**src/hw/asm_pkg.sv**
```systemverilog
// Constants and types for the converter status and mode register pair
package asm_pkg;

  // APB geometry
  localparam int ADDR_W = 8;
  localparam int DATA_W = 32;
  localparam int REG_W  = 16;

  // Register indices; byte address is four times the index
  localparam logic [5:0]        STATUS_IDX  = 6'h01;
  localparam logic [5:0]        MODE_IDX    = 6'h02;
  localparam logic [ADDR_W-1:0] STATUS_ADDR = {STATUS_IDX, 2'b00};
  localparam logic [ADDR_W-1:0] MODE_ADDR   = {MODE_IDX, 2'b00};

  // Status word fields
  localparam int LOCK_BIT        = 15;
  localparam int RESYNC_SEEN_BIT = 14;
  localparam int MAP_CHANGED_BIT = 13;
  localparam int RX_CRC_ERR_BIT  = 12;
  localparam int ST_CRC_TYPE_BIT = 11;
  localparam int RESET_SEEN_BIT  = 10;
  localparam int ST_WSIZE_LSB    = 8;
  localparam int NUM_CHAN        = 6;
  localparam int CHAN0_NEW_SAMPLE_BIT = 0;
  localparam int CHAN5_NEW_SAMPLE_BIT = 5;

  // Mode word fields
  localparam int MAP_CRC_EN_BIT  = 13;
  localparam int RX_CRC_EN_BIT   = 12;
  localparam int CRC_TYPE_BIT    = 11;
  localparam int RESET_ACK_BIT   = 10;
  localparam int WSIZE_LSB       = 8;
  localparam int TIMEOUT_EN_BIT  = 4;
  localparam int DRDY_CFG_LSB    = 0;
  localparam int DRDY_CFG_W      = 4;

  // Values after reset and writable-bit mask
  localparam logic [REG_W-1:0] MODE_RESET   = 16'h0510;
  localparam logic [REG_W-1:0] STATUS_RESET = 16'h0500;
  localparam logic [REG_W-1:0] MODE_WMASK   = 16'h3F1F;

  // Checksum polynomials and seed
  localparam logic [15:0] CRC_POLY_CCITT = 16'h1021;
  localparam logic [15:0] CRC_POLY_ANSI  = 16'h8005;
  localparam logic [15:0] CRC_INIT       = 16'hFFFF;

  // Output word length selections
  typedef enum logic [1:0] {
    WS_16      = 2'b00,
    WS_24      = 2'b01,
    WS_32_ZPAD = 2'b10,
    WS_32_SEXT = 2'b11
  } asm_wsize_e;

  // APB slave states
  typedef enum logic [2:0] {
    ST_IDLE = 3'b001,
    ST_RESP = 3'b010,
    ST_HOLD = 3'b100
  } asm_state_e;

endpackage

```
**src/hw/asm_crc16.sv**
```systemverilog
// Registered 16-bit checksum of one register word, polynomial selectable
`timescale 1ns/1ps
module asm_crc16 (
  input  wire logic        clk_i,
  input  wire logic        rstn_i,
  input  wire logic [15:0] data_i,
  input  wire logic        ansi_i,
  output logic      [15:0] crc_o
);
  import asm_pkg::*;

  // Bitwise MSB-first checksum over one word
  function automatic logic [15:0] crc_word(input logic [15:0] d, input logic [15:0] poly);
    logic [15:0] c;
    c = CRC_INIT;
    for (int i = 15; i >= 0; i--)
    begin
      c = (c[15] ^ d[i]) ? ((c << 1) ^ poly) : (c << 1);
    end
    return c;
  endfunction

  // Result follows the word one edge later
  always_ff @(posedge clk_i or negedge rstn_i)
  begin
    if (!rstn_i)
    begin
      crc_o <= 16'h0000;
    end
    else
    begin
      crc_o <= crc_word(data_i, ansi_i ? CRC_POLY_ANSI : CRC_POLY_CCITT);
    end
  end

endmodule

```
**src/hw/asm_flags.sv**
```systemverilog
// Bank of sticky event flags where a set beats a same-cycle clear
`timescale 1ns/1ps
module asm_flags #(
  parameter int W = 3
) (
  input  wire logic         clk_i,
  input  wire logic         rstn_i,
  input  wire logic [W-1:0] set_i,
  input  wire logic [W-1:0] clr_i,
  output logic      [W-1:0] flags_o
);

  // Hold until cleared, new events win
  always_ff @(posedge clk_i or negedge rstn_i)
  begin
    if (!rstn_i)
    begin
      flags_o <= '0;
    end
    else
    begin
      flags_o <= (flags_o & ~clr_i) | set_i;
    end
  end

endmodule

```
**src/hw/asm_regs.sv**
```systemverilog
// Status and mode register pair of the six-channel converter, APB slave
//
// Contract
// RL1 - Status bit 15 shows interface lock, 0 after reset.
// RL2 - Status bit 14 sets on every resynchronization, 0 after reset.
// RL3 - Status bit 13 shows register-map checksum changed, 0 after reset.
// RL4 - Status bit 12 sets on an input frame checksum error.
// RL5 - Status bit 11 shows polynomial: 0 CCITT default, 1 ANSI.
// RL6 - Status bit 10 is 1 after any reset until cleared.
// RL7 - Status bits 9:8 show word length, 24 bits by default.
// RL8 - Status bits 7:6 and mode bits 15:14 always read 00.
// RL9 - Status bits 5..0 flag new data for channels 5..0, reset 0.
// RL10 - Mode bit 13 enables register-map checksum, off after reset.
// RL11 - Mode bit 12 enables input frame checksum checking, off by default.
// RL12 - Mode bit 11 picks polynomial for both checksums, CCITT default.
// RL13 - Host writes 0 to mode bit 10; device clears reset flag.
// RL14 - Mode bits 9:8 select output word length, 24 bits default.
// RL15 - Host writes 000 to reserved mode bits 7:5.
// RL16 - Mode bit 4 enables serial timeout, on after reset.
// RL17 - Mode word at index 02h, value 0510h after reset.
// RL18 - Status word at index 01h, value 0500h after reset.
// RL19 - Writes to the status word change nothing.
// RL20 - Status polynomial and word length mirror the mode fields.
//
// Design decision made here: the APB slave port.
`timescale 1ns/1ps
module asm_regs (
  input  wire logic                           clk_i,
  input  wire logic                           rstn_i,
  // APB slave
  input  wire logic                           psel_i,
  input  wire logic                           penable_i,
  input  wire logic                           pwrite_i,
  input  wire logic [asm_pkg::ADDR_W-1:0]     paddr_i,
  input  wire logic [asm_pkg::DATA_W-1:0]     pwdata_i,
  input  wire logic [3:0]                     pstrb_i,
  output logic      [asm_pkg::DATA_W-1:0]     prdata_o,
  output logic                                pready_o,
  output logic                                pslverr_o,
  // Core events and levels
  input  wire logic                           lock_i,
  input  wire logic                           resync_i,
  input  wire logic                           rx_crc_bad_i,
  input  wire logic [asm_pkg::NUM_CHAN-1:0]   chan_new_sample_i,
  input  wire logic [asm_pkg::NUM_CHAN-1:0]   chan_data_read_i,
  // Mode outputs
  output logic                                map_crc_en_o,
  output logic                                rx_crc_en_o,
  output logic                                crc_ansi_o,
  output asm_pkg::asm_wsize_e                 word_size_sel_o,
  output logic                                timeout_en_o,
  output logic      [asm_pkg::DRDY_CFG_W-1:0] drdy_cfg_o,
  output logic      [15:0]                    map_crc_o
);
  import asm_pkg::*;

  asm_state_e              state;
  logic [REG_W-1:0]        mode;
  logic [REG_W-1:0]        next_mode;
  logic [REG_W-1:0]        status_word;
  logic [REG_W-1:0]        rd_snap;
  logic                    lock_q;
  logic [2:0]              ev_set;
  logic [2:0]              ev_clr;
  logic [2:0]              ev_flags;
  logic [NUM_CHAN-1:0]     chan_clr;
  logic [NUM_CHAN-1:0]     chan_flags;
  logic [15:0]             crc_now;
  logic [15:0]             crc_ref;
  logic                    crc_ref_valid;
  logic                    map_change;
  logic                    xfer_done;
  logic                    wr_mode;
  logic                    rd_status;
  logic                    rx_err_gated;

  // Word-aligned address decode to a register index
  function automatic logic [5:0] reg_index(input logic [ADDR_W-1:0] a);
    return a[ADDR_W-1:2];
  endfunction

  // Known register at this address
  function automatic logic is_mapped(input logic [ADDR_W-1:0] a);
    return (a[1:0] == 2'b00) &&
           ((reg_index(a) == STATUS_IDX) || (reg_index(a) == MODE_IDX));
  endfunction

  // Byte-lane merge for the 16-bit register
  function automatic logic [REG_W-1:0] lane_merge(input logic [REG_W-1:0] old,
                                                   input logic [REG_W-1:0] wd,
                                                   input logic [1:0]       strb);
    logic [REG_W-1:0] r;
    r = old;
    if (strb[0])
    begin
      r[7:0] = wd[7:0];
    end
    if (strb[1])
    begin
      r[15:8] = wd[15:8];
    end
    return r;
  endfunction

  // Completion edge and what it does
  assign xfer_done = (state == ST_RESP) && psel_i && penable_i;
  assign wr_mode   = xfer_done && pwrite_i && is_mapped(paddr_i) &&
                     (reg_index(paddr_i) == MODE_IDX);
  assign rd_status = xfer_done && !pwrite_i && is_mapped(paddr_i) &&
                     (reg_index(paddr_i) == STATUS_IDX);

  // APB handshake: ready in the second access cycle
  always_ff @(posedge clk_i or negedge rstn_i)
  begin
    if (!rstn_i)
    begin
      state <= ST_IDLE;
    end
    else
    begin
      unique case (state)
        ST_IDLE:
        begin
          if (psel_i && penable_i)
          begin
            state <= ST_RESP;
          end
        end
        ST_RESP:
        begin
          state <= ST_HOLD;
        end
        ST_HOLD:
        begin
          state <= ST_IDLE;
        end
        default:
        begin
          state <= ST_IDLE;
        end
      endcase
    end
  end

  // Ready, error and read data registered
  always_ff @(posedge clk_i or negedge rstn_i)
  begin
    if (!rstn_i)
    begin
      pready_o  <= 1'b0;
      pslverr_o <= 1'b0;
      prdata_o  <= '0;
      rd_snap   <= '0;
    end
    else if ((state == ST_IDLE) && psel_i && penable_i)
    begin
      pready_o  <= 1'b1;
      pslverr_o <= !is_mapped(paddr_i);
      if (!pwrite_i && is_mapped(paddr_i))
      begin
        if (reg_index(paddr_i) == STATUS_IDX)
        begin
          prdata_o <= {16'h0000, status_word};
          rd_snap  <= status_word;
        end
        else
        begin
          prdata_o <= {16'h0000, mode};
          rd_snap  <= '0;
        end
      end
      else
      begin
        prdata_o <= '0;
        rd_snap  <= '0;
      end
    end
    else
    begin
      pready_o  <= 1'b0;
      pslverr_o <= 1'b0;
    end
  end

  // Mode word update from a host write; status writes fall through
  always_comb
  begin
    next_mode = mode;
    if (wr_mode)                                                   // [RL19]
    begin
      next_mode = lane_merge(mode, pwdata_i[REG_W-1:0], pstrb_i[1:0]) & MODE_WMASK; // [RL8]
      // Acknowledge only clears; writing 1 cannot fake a reset
      next_mode[RESET_ACK_BIT] = mode[RESET_ACK_BIT] &
                                 (next_mode[RESET_ACK_BIT] | !pstrb_i[1]); // [RL13]
    end
  end

  // Mode register, reset pattern 0510h
  always_ff @(posedge clk_i or negedge rstn_i)
  begin
    if (!rstn_i)
    begin
      mode <= MODE_RESET;                                          // [RL17]
    end
    else
    begin
      mode <= next_mode;                                           // [RL10] [RL11] [RL16]
    end
  end

  // Mode fields driven out to the converter core
  // Taken from next_mode so the pins move at the same edge as the register
  always_ff @(posedge clk_i or negedge rstn_i)
  begin
    if (!rstn_i)
    begin
      map_crc_en_o    <= MODE_RESET[MAP_CRC_EN_BIT];
      rx_crc_en_o     <= MODE_RESET[RX_CRC_EN_BIT];
      crc_ansi_o      <= MODE_RESET[CRC_TYPE_BIT];
      word_size_sel_o <= asm_wsize_e'(MODE_RESET[WSIZE_LSB +: 2]);
      timeout_en_o    <= MODE_RESET[TIMEOUT_EN_BIT];
      drdy_cfg_o      <= MODE_RESET[DRDY_CFG_LSB +: DRDY_CFG_W];
    end
    else
    begin
      map_crc_en_o    <= next_mode[MAP_CRC_EN_BIT];                // [RL10]
      rx_crc_en_o     <= next_mode[RX_CRC_EN_BIT];                 // [RL11]
      crc_ansi_o      <= next_mode[CRC_TYPE_BIT];                  // [RL12]
      word_size_sel_o <= asm_wsize_e'(next_mode[WSIZE_LSB +: 2]);  // [RL14]
      timeout_en_o    <= next_mode[TIMEOUT_EN_BIT];                // [RL16]
      drdy_cfg_o      <= next_mode[DRDY_CFG_LSB +: DRDY_CFG_W];
    end
  end

  // Checksum of the register map, aligned with the mode register
  asm_crc16 u_map_crc (
    .clk_i  (clk_i),
    .rstn_i (rstn_i),
    .data_i (next_mode),
    .ansi_i (next_mode[CRC_TYPE_BIT]),                             // [RL12]
    .crc_o  (crc_now)
  );

  // Reference checksum, refreshed every edge while checking is switched on
  // Reference trails by one edge, so a change flags once and never repeats
  always_ff @(posedge clk_i or negedge rstn_i)
  begin
    if (!rstn_i)
    begin
      crc_ref       <= 16'h0000;
      crc_ref_valid <= 1'b0;
    end
    else if (!mode[MAP_CRC_EN_BIT])
    begin
      crc_ref_valid <= 1'b0;
    end
    else
    begin
      crc_ref       <= crc_now;
      crc_ref_valid <= 1'b1;
    end
  end

  // Change seen only while the map checksum is enabled
  assign map_change = mode[MAP_CRC_EN_BIT] && crc_ref_valid &&
                      (crc_now != crc_ref);                        // [RL3] [RL10]

  // Published checksum value
  always_ff @(posedge clk_i or negedge rstn_i)
  begin
    if (!rstn_i)
    begin
      map_crc_o <= 16'h0000;
    end
    else
    begin
      map_crc_o <= crc_now;
    end
  end

  // Lock level sampled into the status word
  always_ff @(posedge clk_i or negedge rstn_i)
  begin
    if (!rstn_i)
    begin
      lock_q <= 1'b0;
    end
    else
    begin
      lock_q <= lock_i;                                            // [RL1]
    end
  end

  // Frame checksum errors only count while checking is on
  assign rx_err_gated = rx_crc_bad_i && mode[RX_CRC_EN_BIT];      // [RL4] [RL11]

  // Sticky event sources; clear only bits the host actually saw
  // A flag raised after the read capture survives that read's clear
  assign ev_set = {resync_i,                                       // [RL2]
                   map_change,                                     // [RL3]
                   rx_err_gated};                                  // [RL4]
  assign ev_clr = rd_status ? {rd_snap[RESYNC_SEEN_BIT],
                               rd_snap[MAP_CHANGED_BIT],
                               rd_snap[RX_CRC_ERR_BIT]} : 3'b000;

  asm_flags #(
    .W (3)
  ) u_event_flags (
    .clk_i   (clk_i),
    .rstn_i  (rstn_i),
    .set_i   (ev_set),
    .clr_i   (ev_clr),
    .flags_o (ev_flags)
  );

  // Per-channel new-sample flags, cleared by the channel data read
  assign chan_clr = chan_data_read_i;

  asm_flags #(
    .W (NUM_CHAN)
  ) u_chan_flags (
    .clk_i   (clk_i),
    .rstn_i  (rstn_i),
    .set_i   (chan_new_sample_i),                                  // [RL9]
    .clr_i   (chan_clr),
    .flags_o (chan_flags)
  );

  // Status word assembly
  always_comb
  begin
    status_word                  = 16'h0000;                      // [RL8]
    status_word[LOCK_BIT]        = lock_q;                        // [RL1]
    status_word[RESYNC_SEEN_BIT] = ev_flags[2];                   // [RL2]
    status_word[MAP_CHANGED_BIT] = ev_flags[1];                   // [RL3]
    status_word[RX_CRC_ERR_BIT]  = ev_flags[0];                   // [RL4]
    status_word[ST_CRC_TYPE_BIT] = mode[CRC_TYPE_BIT];            // [RL5] [RL20]
    status_word[RESET_SEEN_BIT]  = mode[RESET_ACK_BIT];           // [RL6] [RL13]
    status_word[ST_WSIZE_LSB +: 2] = mode[WSIZE_LSB +: 2];        // [RL7] [RL20]
    status_word[CHAN0_NEW_SAMPLE_BIT +: NUM_CHAN] = chan_flags;   // [RL9] [RL18]
  end

endmodule

```
**config.mk**
```make
export PLATFORM = sky130hd
export DESIGN_NAME = asm_regs
export DESIGN_NICKNAME = d
export VERILOG_FILES = /design/src/hw/asm_pkg.sv /design/src/hw/asm_crc16.sv /design/src/hw/asm_flags.sv /design/src/hw/asm_regs.sv
export SDC_FILE = /design/constraint.sdc
export NUM_CORES = 1
export LEC_CHECK = 0
export BUFFER_PORTS_ARGS = -buffer_cell sky130_fd_sc_hd__buf_2
export CORE_ASPECT_RATIO = 0.9
export CORE_MARGIN = 2
export CORE_UTILIZATION = 58
export CTS_CLUSTER_DIAMETER = 150
export CTS_CLUSTER_SIZE = 28
export DETAILED_ROUTE_END_ITERATION = 12
export PLACE_DENSITY = 0.87
export SETUP_SLACK_MARGIN = 0.3
export SKIP_CTS_REPAIR_TIMING = 1
export SLEW_MARGIN = 30
export SYNTH_ARGS = -nofsm -noshare
export SYNTH_HDL_FRONTEND = slang
export SYNTH_SLANG_ARGS = --single-unit
```
**constraint.sdc**
```tcl
create_clock -name clk_i -period 15.9 [get_ports clk_i]
set_clock_uncertainty 0.2 [all_clocks]
set_input_delay 2.385 -clock clk_i [delete_from_list [all_inputs] [get_ports clk_i]]
set_output_delay 2.385 -clock clk_i [all_outputs]
set_load 0.02 [all_outputs]
```
After elaboration in Yosys (flattened, before gate mapping)
Index checks and enable logic that the tools add are counted.
Widths: inputs -> output; s select.
- add/subtract/negate cells: 0
- multipliers: 0
- div/mod/pow operators: 0
- order comparisons: 0
- equality and inequality tests: 6
- shift operators: 0
- muxes and demuxes: 31
- bitwise gates (word level): 39
- reductions and logical operators: 21
- operators by type and width (kind ; count):
    $mux 16 ; 19
    $xor 16x16->16 ; 15
    $mux 32 ; 1
    $mux 15 ; 2
    $logic_and 1x1->1 ; 16
    $ne 16x16->1 ; 1
    $not 15->15 ; 1
    $xor 1x1->1 ; 15
    $mux 6 ; 2
    $and 6x6->6 ; 1
    $eq 6x1->1 const B ; 1
    $eq 6x2->1 const B ; 1
    $mux 3 ; 2
    $not 6->6 ; 1
    $or 6x6->6 ; 1
    $pmux 3 s2 ; 1
    $mux 5 ; 1
    $and 3x3->3 ; 1
    $eq 3x1->1 const B ; 1
    $eq 3x2->1 const B ; 1
    $logic_not 1->1 ; 3
    $mux 1 ; 3
    $not 3->3 ; 1
    $or 3x3->3 ; 1
    other kinds (5) ; 5
- flip-flop bits (word level): 137
- latch bits: 0
- memory bits (writable): 0
- ROM bits: 0
- input port bits: 64
- output and inout bits: 60
- memories kept: 0

Longest topological paths before layout
Gate-level depths: netlist (run 1).
- depth in word-level cells: 43
- mapped depth: 23

Modules after synthesis
A second synthesis (run 1) with hierarchy kept.
- cells, all modules: 427
- area, all modules: 5024.8 um2
- modules (own cells, without submodules) (module ; times used ; cells an instance ; area an instance (um2)):
    asm_regs ; 1 ; 229 ; 3044.2
    asm_crc16 ; 1 ; 171 ; 1654.1
    asm_flags (u_chan_flags) ; 1 ; 18 ; 217.7
    asm_flags (u_event_flags) ; 1 ; 9 ; 108.9

Least setup slack after synthesis (run 1)
Ideal clock, no wire load.
- path kind: input to register
- start: in paddr_i[7] in the netlist's numbering
- end: reg u_map_crc.crc_o[15]
- setup time: 79 ps
- arrival time: 7634 ps
- path slack: 7987 ps
- cell stages on the path: 21
- path buffers: 2
- cell sequence: nor4_4 and4_1 buf_6 mux2_4 clkbuf_1 ha_1 xor2_1 ha_1 xor2_1 ha_1 xnor3_1 and3_1 nor3_1 a21oi_2 mux2i_1 xnor3_1 xnor3_1 and3_4 or3_1 a31oi_1 xor2_1
- word-level cells in the longest chain between the ends: 39
- elaborated cells between the ends (all ways): 55
- RTL lines (element ; RTL line ; source):
    start: declaration ; asm_regs.sv:34 ; input wire logic [asm_pkg::ADDR_W-1:0] paddr_i,
    $eq 6x1->1 / $eq 6x2->1 (equally long branches) ; asm_regs.sv:85, asm_regs.sv:108 ;
    $logic_or 1x1->1 ; asm_regs.sv:85 ; ((reg_index(a) == STATUS_IDX) || (reg_index(a) == MODE_IDX));
    $logic_and 1x1->1 ; asm_regs.sv:84 ; return (a[1:0] == 2'b00) &&
    $logic_and 1x1->1 ; asm_regs.sv:107 ; assign wr_mode = xfer_done && pwrite_i && is_mapped(paddr_i) &&
    $logic_and 1x1->1 (*) ; asm_regs.sv:107 ;
    $mux 16 (*) ; asm_regs.sv:189 ; if (wr_mode)
    named net next_mode[11] ; asm_regs.sv:59 ; logic [REG_W-1:0] next_mode;
    $mux 16 ; asm_crc16.sv:32 ; crc_o <= crc_word(data_i, ansi_i ? CRC_POLY_ANSI : CRC_POLY_CCITT);
    [... 24 more ...] ; n/a ;
    $xor 16x16->16 / $xor 1x1->1 (equally long branches) ; asm_crc16.sv:18 ; c = (c[15] ^ d[i]) ? ((c << 1) ^ poly) : (c << 1);
    $mux 16 ; asm_crc16.sv:18 ;
    $xor 16x16->16 / $xor 1x1->1 (equally long branches) ; asm_crc16.sv:18 ;
    $mux 16 ; asm_crc16.sv:18 ;
    $xor 16x16->16 / $xor 1x1->1 (equally long branches) ; asm_crc16.sv:18 ;
    $mux 16 ; asm_crc16.sv:18 ;
    $xor 16x16->16 / $xor 1x1->1 (equally long branches) ; asm_crc16.sv:18 ;
    $mux 16 (*) ; asm_crc16.sv:18 ;
    end signal: assignment ; asm_crc16.sv:32 ;
    end: declaration ; asm_crc16.sv:8 ; output logic [15:0] crc_o
The timed path passes the listed nets; every way through them passes the cells marked *.
A chain may end at the register's enable or synchronous reset.

Worst setup path in the final report (run 1)
- start: in paddr_i[7] in the netlist's numbering
- end: reg u_map_crc.crc_o[15]
- word-level cells in the longest chain between the ends: 39
- elaborated cells between the ends (all ways): 55
- RTL lines (element ; RTL line):
    $eq 6x1->1 / $eq 6x2->1 (equally long branches) ; asm_regs.sv:85, asm_regs.sv:108
    $logic_or 1x1->1 ; asm_regs.sv:85
    $logic_and 1x1->1 ; asm_regs.sv:84
    $logic_and 1x1->1 ; asm_regs.sv:107
    $logic_and 1x1->1 (*) ; asm_regs.sv:107
    $mux 16 (*) ; asm_regs.sv:189
    $mux 16 ; asm_crc16.sv:32
    $not 15->15 (no source line) ; n/a
    [... 23 more ...] ; n/a
    $xor 16x16->16 / $xor 1x1->1 (equally long branches) ; asm_crc16.sv:18
    $mux 16 ; asm_crc16.sv:18
    $xor 16x16->16 / $xor 1x1->1 (equally long branches) ; asm_crc16.sv:18
    $mux 16 ; asm_crc16.sv:18
    $xor 16x16->16 / $xor 1x1->1 (equally long branches) ; asm_crc16.sv:18
    $mux 16 ; asm_crc16.sv:18
    $xor 16x16->16 / $xor 1x1->1 (equally long branches) ; asm_crc16.sv:18
    $mux 16 (*) ; asm_crc16.sv:18
Every way passes the cells marked *; elsewhere a longest branch is shown, timed or not.

==> results of run 1 <==
-- critical path, stage by stage --
cell and delay [ns]:
buf_2 0.11, nor4_4 0.44, and4_1 0.56, mux2_4 0.48
ha_1 0.30, xor2_1 0.38, ha_1 0.23, xor2_1 0.47
ha_1 0.37, xnor3_1 0.44, a21oi_1 0.14, nor3_1 0.09
a21oi_2 0.35, mux2i_1 0.37, xnor3_1 0.38, xnor3_1 0.22
and3_4 0.20, or3_1 0.30, a31oi_1 0.22, xor2_1 0.21
-- registers in the layout, summed over array words and instances, names as in the netlist --
| name | flops |
|---|---|
| u_chan_flags.flags_o | 6 |
| u_event_flags.flags_o | 3 |
| crc_ref_valid | 1 |
| map_crc_o | 16 |
| pready_o | 1 |
| prdata_o | 16 |
| mode | 12 |
| pslverr_o | 1 |
| drdy_cfg_o | 3 |
| crc_ref | 16 |
| state | 3 |
| u_map_crc.crc_o | 16 |
| word_size_sel_o | 1 |
| rd_snap | 3 |
| lock_q | 1 |
-- per-layer routing --
metal | global-route usage | vias to the layer above | routed length, um
li1 | - | 1730 | -
met1 | 0.3223 | 1835 | 4852
met2 | 0.4002 | 137 | 5457
met3 | 0.04438 | 23 | 567
met4 | 0.07995 | 0 | 228
met5 | 0 | - | 0
-- cell usage in the layout (no fill, tap or decap), types with 4 or more instances in the layout --
cell	synthesis	final
ha_1	9	9
xnor2_1	28	28
o21ai_0	16	16
xor2_1	35	35
nand2_1	28	28
clkbuf_8	0	9
conb_1	1	16
buf_2	1	83
dfrtp_1	95	95
mux2i_1	20	20
nor2_1	23	23
and2_1	7	7
a21o_1	7	7
nand4_1	5	5
a21oi_1	15	15
nor3_1	11	11
xnor3_1	6	6
dfstp_2	4	4
inv_1	26	26
a22o_1	11	11
mux2_2	19	19
nor4_1	4	4
-- how the worst max path moves through the flow --
stage / startpoint / endpoint / slack [ns] / cells past startpoint
2_1_floorplan: paddr_i[7] / u_map_crc.crc_o[15] / 7.99 / 21
3_3_place_gp: paddr_i[7] / u_map_crc.crc_o[15] / 7.12 / 20
3_5_place_dp: paddr_i[7] / u_map_crc.crc_o[15] / 7.02 / 20
4_1_cts: paddr_i[7] / u_map_crc.crc_o[15] / 7.40 / 20
5_1_grt: paddr_i[7] / u_map_crc.crc_o[15] / 6.88 / 20
6_report: paddr_i[7] / u_map_crc.crc_o[15] / 7.32 / 20
-- synth_stat cells, types with 3 or more instances --
cell,n
nand3b_1,3
mux2_2,19
a22o_1,11
nor2b_1,3
a21oi_1,15
nand4_1,5
nor4_1,4
nor2_1,23
xnor2_1,28
a21o_1,7
dfrtp_1,95
o21ai_0,16
dfstp_2,4
xor2_1,35
nand3_1,3
clkbuf_1,9
ha_1,9
or3_1,3
a222oi_1,3
nand2_1,28
inv_1,26
buf_4,22
xnor3_1,6
mux2i_1,20
and2_1,7
and4_1,3
nor3_1,11
-- kinds of logic after synthesis --
group	after synthesis
simple gates	113
flops	99
compound gates	73
xor+xnor	69
buf+inv	63
mux	42
fa+ha+maj	9
other cells	1
-- power groups by stage --
stage          sequential (mW)  combinational, mW  clock (mW)
6_report                 0.256             0.0250       0.166
5_1_grt                  0.256             0.0277       0.179
4_1_cts                  0.256             0.0252       0.168
2_1_floorplan            0.261             0.0145           0
3_5_place_dp             0.261             0.0251           0
3_3_place_gp             0.260             0.0242           0
-- layout make-up --
cell class	count	area, um2
Sequential cell	99	2482
Inverter	28	105.1
Clock buffer	9	123.9
Fill cell	644	2801
Tap cell	119	148.9
Clock inverter	7	86.33
Multi-Input combinational cell	322	2466
Timing Repair Buffer	85	434.2
-- metrics by stage --
step	instance area, um2	cells
after global placement	5633	653
final	5847	669
after detailed placement	5637	653
after CTS	5847	669
after floorplan	5284	484
after global routing	5847	669
==> results.txt, run 1 <==
Adder-Cell Fraction of Synth Area: 0.02154
Crit path kind: input pin to flip-flop
Reg2Reg Depth: 19
Top post-synthesis cells by area: dfrtp_1 (45%), xor2_1 (5.9%), xnor2_1 (4.7%)
CP Capture Type: flip-flop
Final worst path period need: 8.577 ns
Critical path fanouts, max: 30
Dpl ws: 7.023 ns
Clk root buf: clkbuf_8
CTS tree: yes
Port buffer count: 84
Total Routing Usage GR: 0.2406
Reg-to-Reg Start: state[0]
WL/cell: 16.60 um
Core Region: 0.008648 mm2
Die Wd: 104.1 um
Psw: 120.7 uW
Largest family of logic cells by synthesized area: XOR/XNOR gates
Max_slew headroom: 0.3930
Post-DP HPWL: 8078 um
Fin. Hold Viols: 0
Die footprint: 0.009789 mm2
FP Rows: 32
H-Tree Level Count: 3
Logic gate share of total power: 0.056
Number of max-cap violations: 0
GR Overflow Total: 0
Cell Pwr Density: 76.47 mW/mm2
Switching share of power: 0.2700
IO Count: 124
Final net count: 618
Ant diodes: 0
CTS max path bufs: 2
DRT iter0 DRCs: 269
Avg Cell Area, Syn: 11.15 um2
Final Slew Violations: 0
Total Power: 447.1 uW
ANT nets after route: 0
DR DRC count: 0
CTS buffer count: 9
Mux contribution to synthesized area: 0.08736
Critical Path Start Type: input pin
Unique masters post-synth: 67
Final Util: 0.6761
Reg-to-reg endpoint: u_map_crc.crc_o[15]
Internal reg-to-reg setup slack: 9.13 ns
HP Start: u_map_crc.crc_o[1]
Clock Sinks: 99
Vias in the first global route: 3766
DIE HEIGHT: 94.07 um
Final Cycle Share: 0.5394
EDFF count, synth: 0
Worst slew pin tran: 0.9077 ns
RSZ-0062 raised after global routing: no
Synth top area share: 0.4548
Endpoint, Worst Hold: map_crc_o[1]
Vias per inst: 5.568
Routed Wire Length: 11110 um
Placer Congestion: 0.9311
Flop pwr share: 0.572
Worst-Skew Late Latency: 0.38 ns
Mapped Area: 0.005228 mm2
Antenna violations before repair: 0
Seq cells post-synth: 99
Gate Count Post-Synth: 469
Layout cells sized above 1: 0.2527
Synth-to-layout area growth: 11.85%
Synth Area in XOR/XNOR: 0.1314
Critical path required time: 16.00 ns
LEAKAGE: 3.057 nW
Top FF cell, synth: dfrtp_1
DRT Pass-1 Iters: 5
Setup WS post-layout: 7.323 ns
Via count: 3725
Maximum vdd ir drop: 0.03849 mV
Register area share after synthesis: 0.4749
Setup violations, final: 0
Final hold slack: 0.2294 ns
Worst hold-check path type: flip-flop to flip-flop
Async set-reset flop share out of synthesis: 1.000
Warnings, synthesis: 0
Post-synthesis compound-gate area fraction: 0.09646
Worst path arrival time: 8.67 ns
P_int: 326.4 uW
Hold path depth: 0
Starting Density: 0.6045
Simple-Gate Fraction of Synth Area: 0.1235
Status: completed
Final TNS setup: 0 ns
Clock network fraction of total power: 0.372
Highest Clock Rate: 0.1166 GHz
Pin count of the biggest net entering global routing: 88
Worst-path clk slew: 0.12 ns
Area leader, netlist: dfrtp_1
Global-route wire length before repair: 18360 um
Power figures use the tool's default switching activity.
==> run 2: changes to the inputs <==
Settings changed: CORE_UTILIZATION 58 to 54, PLACE_DENSITY 0.87 to 0.82.
Clock period 15.9 ns to 8.62 ns, I/O delays scaled along.
==> results.txt, run 2 (synthesized netlist as in run 1, its figures left out) <==
Starting Density: 0.5486 (-0.05587)
Critical path fanouts, max: 30 (unchanged)
Layout cells sized above 1: 0.2554 (+0.002708)
Maximum vdd ir drop: 0.1197 mV (+210%)
DP Area: 0.005657 mm2 (+0.36%)
Psw: 218.3 uW (+81%)
Worst path arrival time: 7.22 ns (-1.45 ns)
DR DRC count: 0 (unchanged)
Switching share of power: 0.2662 (-0.003739)
LEAKAGE: 3.065 nW (+0.26%)
Multi-input logic area: 0.002466 mm2 (unchanged)
DIE HEIGHT: 97.34 um (+3.5%)
Register area: 0.002482 mm2 (unchanged)
H-Tree Level Count: 3 (unchanged)
Final Util: 0.6155 (-0.06052)
Global-route wire length before repair: 18350 um (about the same)
Final Slew Violations: 0 (unchanged)
Clk root buf: clkbuf_8
Routed Wire Length: 10860 um (-2.2%)
Final net count: 620 (+0.32%)
CP Capture Type: flip-flop
Post-DP HPWL: 8328 um (+3.1%)
Final worst path period need: 7.154 ns
Crit path kind: input pin to flip-flop
Max_slew headroom: 0.4145 (+0.02148)
Number of max-cap violations: 0 (unchanged)
GR Overflow Total: 0 (unchanged)
Via count: 3632 (-2.5%)
DRT iter0 DRCs: 186 (-31%)
WL/cell: 16.01 um (-3.5%)
Die footprint: 0.01048 mm2 (+7.1%)
FP Rows: 34 (+6.3%)
Setup violations, final: 0 (unchanged)
Core Region: 0.009529 mm2 (+10%)
Worst slew pin tran: 0.8756 ns (-0.03213 ns)
Pin count of the biggest net entering global routing: 79 (-10%)
P_int: 601.6 uW (+84%)
Die Wd: 107.7 um (+3.5%)
Logic gate share of total power: 0.056 (about the same)
Clock network fraction of total power: 0.368 (-0.004)
Worst hold-check path type: flip-flop to flip-flop
Fin. Hold Viols: 0 (unchanged)
Flop pwr share: 0.576 (+0.004)
Antenna violations before repair: 0 (unchanged)
CTS max path bufs: 2 (unchanged)
Highest Clock Rate: 0.1398 GHz
Reg-to-Reg Start: state[0]
Total Routing Usage GR: 0.2217 (-0.01889)
Port buffer count: 84 (unchanged)
HP Start: u_map_crc.crc_o[3]
Total of fill cells in the finished design: 759 (+18%)
Worst-path clk slew: 0.11 ns (about the same)
Final Cycle Share: 0.8299
Synth-to-layout area growth: 12.21%
Worst-Skew Late Latency: 0.37 ns (about the same)
Placer Congestion: 0.8626 (-7.4%)
IO Count: 124 (unchanged)
Commonest non-fill, non-tap cell in the layout: dfrtp_1
Highest-count cells in the layout ignoring fill and taps: dfrtp_1 (95), buf_2 (83), xor2_1 (35)
Clock Sinks: 99 (unchanged)
Ant diodes: 0 (unchanged)
Critical Path Start Type: input pin
Vias per inst: 5.357 (-3.8%)
Critical path required time: 8.69 ns (-7.31 ns)
CP startpoint: paddr_i[7]
Vias in the first global route: 3729 (-0.98%)
Status: completed
ANT nets after route: 0 (unchanged)
Final TNS setup: 0 ns (unchanged)
Total Power: 819.8 uW (+83%)
RSZ-0062 raised after global routing: no
Finished Cell Area: 0.005866 mm2 (+0.32%)
CTS tree: yes
DRT Pass-1 Iters: 4 (-1)
CTS buffer count: 9 (unchanged)
Cell Pwr Density: 139.8 mW/mm2 (+83%)
Final hold slack: 0.2081 ns (-0.02136 ns)
[run 2: metal layers]
layer | vias to the layer above | wire length (um) | GRT usage
met3 | 13 | 548 | 0.03957
met1 | 1786 | 4797 | 0.3040
met4 | 0 | 136 | 0.06706
met2 | 95 | 5374 | 0.3604
met5 | - | 0 | 0
li1 | 1738 | - | -
[run 2: power groups by stage]
stage	clock network [mW]	registers, mW	logic, mW
after floorplan	0	0.481	0.0267
after global placement	0	0.480	0.0449
after detailed placement	0	0.481	0.0462
after CTS	0.306	0.472	0.0463
after global routing	0.327	0.473	0.0514
final	0.302	0.472	0.0459
[run 2: worst max-delay path, cell delays in order]
cell and delay [ns]:
buf_2 0.12, nor4_4 0.42, and4_1 0.25, buf_4 0.19, mux2_4 0.46, ha_1 0.30
xor2_1 0.40, ha_1 0.25, xor2_1 0.14, buf_4 0.17, ha_1 0.28, xnor3_1 0.45
a21oi_1 0.14, nor3_1 0.09, a21oi_2 0.33, mux2i_1 0.39, xnor3_1 0.39, xnor3_1 0.22
and3_4 0.20, or3_1 0.30, a31oi_1 0.22, xor2_1 0.21
[run 2: worst paths after layout]
check                      slack, ns             endpoint  cells after the start
setup / recovery                1.47  u_map_crc.crc_o[15]                     22
hold / removal                  0.21         map_crc_o[3]                      0
setup reg to reg                2.15  u_map_crc.crc_o[15]                     21
hold reg to reg                 0.21         map_crc_o[3]                      0
max in group asynchronous       6.65         map_crc_o[0]                      2
min in group asynchronous       0.59          prdata_o[2]                      1
[run 2: final cells by class]
class,count,share of cell area
flip-flops and latches,99,0.4232
clock inverters,7,0.01387
clock buffers,9,0.02112
inverters,28,0.01792
well taps,126,0.02688
multi-input cells,322,0.4204
repair buffers,87,0.07658
[run 2: metrics by stage]
stage               worst slack (ns)  std cells
floorplan                      1.799        484
global placement               1.298        662
detailed placement             1.127        662
CTS                            1.467        678
global route                   1.115        678
finish                         1.466        678
==> run 3: changes to the inputs <==
Clock period 8.62 ns to 7.4 ns, I/O delays scaled along.
==> results.txt, run 3 (synthesized netlist as in run 1, its figures left out) <==
Starting Density: 0.5486 (unchanged)
Die Wd: 107.7 um (unchanged)
Final TNS setup: 0 ns (unchanged)
Port buffer count: 84 (unchanged)
Placer Congestion: 0.8583 (-0.50%)
Final Slew Violations: 0 (unchanged)
Total Power: 944.3 uW (+15%)
Clock network fraction of total power: 0.361 (-0.007)
RSZ-0062 raised after global routing: no
Fin. Hold Viols: 0 (unchanged)
CTS max path bufs: 2 (unchanged)
Critical Path Start Type: input pin
Core Region: 0.009529 mm2 (unchanged)
Hold path depth: 0 (unchanged)
Synth-to-layout area growth: 12.25% (about the same)
DRT iter0 DRCs: 215 (+16%)
Commonest non-fill, non-tap cell in the layout: dfrtp_1
Final worst path period need: 6.491 ns
IO Count: 124 (unchanged)
Cell Pwr Density: 160.9 mW/mm2 (+15%)
Final Cycle Share: 0.8771
GR met2 Demand/Resource: 0.3498 (-0.01064)
Status: completed
Antenna violations before repair: 0 (unchanged)
Global-route wire length before repair: 17650 um (-3.8%)
Final net count: 621 (+0.16%)
Reg2Reg Depth: 19 (-9.5%)
P_int: 698.9 uW (+16%)
Die footprint: 0.01048 mm2 (unchanged)
Ant diodes: 0 (unchanged)
DR DRC count: 0 (unchanged)
Critical path required time: 7.50 ns (-1.19 ns)
GRT met1 Usage: 0.2870 (-0.01698)
Clk root buf: clkbuf_8
CP Capture Type: flip-flop
DIE HEIGHT: 97.34 um (unchanged)
GR Overflow Total: 0 (unchanged)
Vias per inst: 5.378 (+0.40%)
Worst path arrival time: 6.59 ns (-0.63 ns)
Highest Clock Rate: 0.1541 GHz
Switching share of power: 0.2598 (-0.006397)
Maximum vdd ir drop: 0.1297 mV (+8.3%)
Flop pwr share: 0.582 (+0.006)
Met3 GRT Util: 0.03823 (-0.001341)
Worst-Skew Late Latency: 0.37 ns (about the same)
Total Routing Usage GR: 0.2138 (-0.007890)
CTS buffer count: 9 (unchanged)
Logic gate share of total power: 0.057 (about the same)
Setup violations, final: 0 (unchanged)
Worst hold-check path type: flip-flop to flip-flop
Worst-path clk slew: 0.10 ns (about the same)
Psw: 245.4 uW (+12%)
Vias in the first global route: 3573 (-4.2%)
ANT nets after route: 0 (unchanged)
Post-DP HPWL: 8169 um (-1.9%)
H-Tree Level Count: 3 (unchanged)
WL/cell: 15.89 um (-0.77%)
Number of max-cap violations: 0 (unchanged)
CTS tree: yes
Routed Wire Length: 10790 um (-0.63%)
Pin count of the biggest net entering global routing: 79 (unchanged)
Worst slew pin tran: 0.8857 ns (+0.01010 ns)
Critical path fanouts, max: 7 (-77%)
Clock Sinks: 99 (unchanged)
LEAKAGE: 3.070 nW (+0.15%)
Layout cells sized above 1: 0.2568 (+0.001346)
DRT Pass-1 Iters: 5 (+1)
Max_slew headroom: 0.4078 (-0.006751)
Via count: 3652 (+0.55%)
FP Rows: 34 (unchanged)
Highest-count cells in the layout ignoring fill and taps: dfrtp_1 (95), buf_2 (83), xor2_1 (35)
Top Usage Layer GRT: met2
Crit path kind: input pin to flip-flop
==> run 3: cell count changes in the layout (fill, tap and decap cells not counted) <==
cell | before | now
buf_4 | 3 | 4
clkinv_4 | 3 | 2
inv_12 | 1 | 0
inv_6 | 0 | 1
inv_8 | 2 | 3
==> run 3: worst max-delay path, cell delays in order <==
cell and delay (ns):
buf_2 0.12, nor4_4 0.43, and4_1 0.31, mux2_4 0.32, ha_1 0.24, xor2_1 0.41
ha_1 0.23, xor2_1 0.19, ha_1 0.29, xor2_1 0.16, and2_1 0.22, xor2_1 0.28
o22ai_2 0.15, mux2i_2 0.37, mux2i_2 0.35, xor2_1 0.52, a21oi_1 0.13, or4_1 0.51
o21ai_2 0.08, xnor2_1 0.13
==> run 3: area by class of cell <==
type / count / area [um2]
Timing Repair Buffer: 88 / 456.7
Tap cell: 126 / 157.7
Multi-Input combinational cell: 322 / 2466
Clock buffer: 9 / 123.9
Fill cell: 789 / 3661
Inverter: 28 / 105.1
Sequential cell: 99 / 2482
Clock inverter: 7 / 76.32
==> run 3: final timing paths <==
kind	start	endpoint	slack [ns]
worst min-delay path	u_map_crc.crc_o[4]	map_crc_o[4]	0.21
min in group asynchronous	rstn_i	prdata_o[2]	0.41
worst max register to register	state[0]	u_map_crc.crc_o[0]	1.47
worst min register to register	u_map_crc.crc_o[4]	map_crc_o[4]	0.21
max in group asynchronous	rstn_i	crc_ref[1]	5.64
worst max-delay path	paddr_i[7]	u_map_crc.crc_o[0]	0.91
==> run 3: power groups by stage <==
stage                     Clock (mW)  Combinational [mW]  Sequential [mW]
after floorplan                    0              0.0311            0.561
after CTS                      0.351              0.0542            0.550
after global routing           0.372              0.0601            0.550
after global placement             0              0.0522            0.560
after detailed placement           0              0.0540            0.560
final                          0.341              0.0536            0.549
==> run 3: stage by stage <==
step	hold slack (ns)	setup slack [ns]	instances	util	instance area, um2
6_report	0.2124	0.9093	679	0.6158	5868
5_1_grt	0.2370	0.5746	679	0.6158	5868
4_1_cts	0.2164	0.9271	679	0.6154	5864
3_5_place_dp	0.1981	0.5630	663	0.5944	5664
3_3_place_gp	0.2004	0.6800	663	0.5944	5664
2_1_floorplan	0.1866	0.7619	484	-	5284
==> run 3: metal layers <==
layer | routed length [um] | part of all wire
met3 | 553 | 0.051
met4 | 189 | 0.018
met1 | 4729 | 0.44
met5 | 0 | 0
met2 | 5316 | 0.49
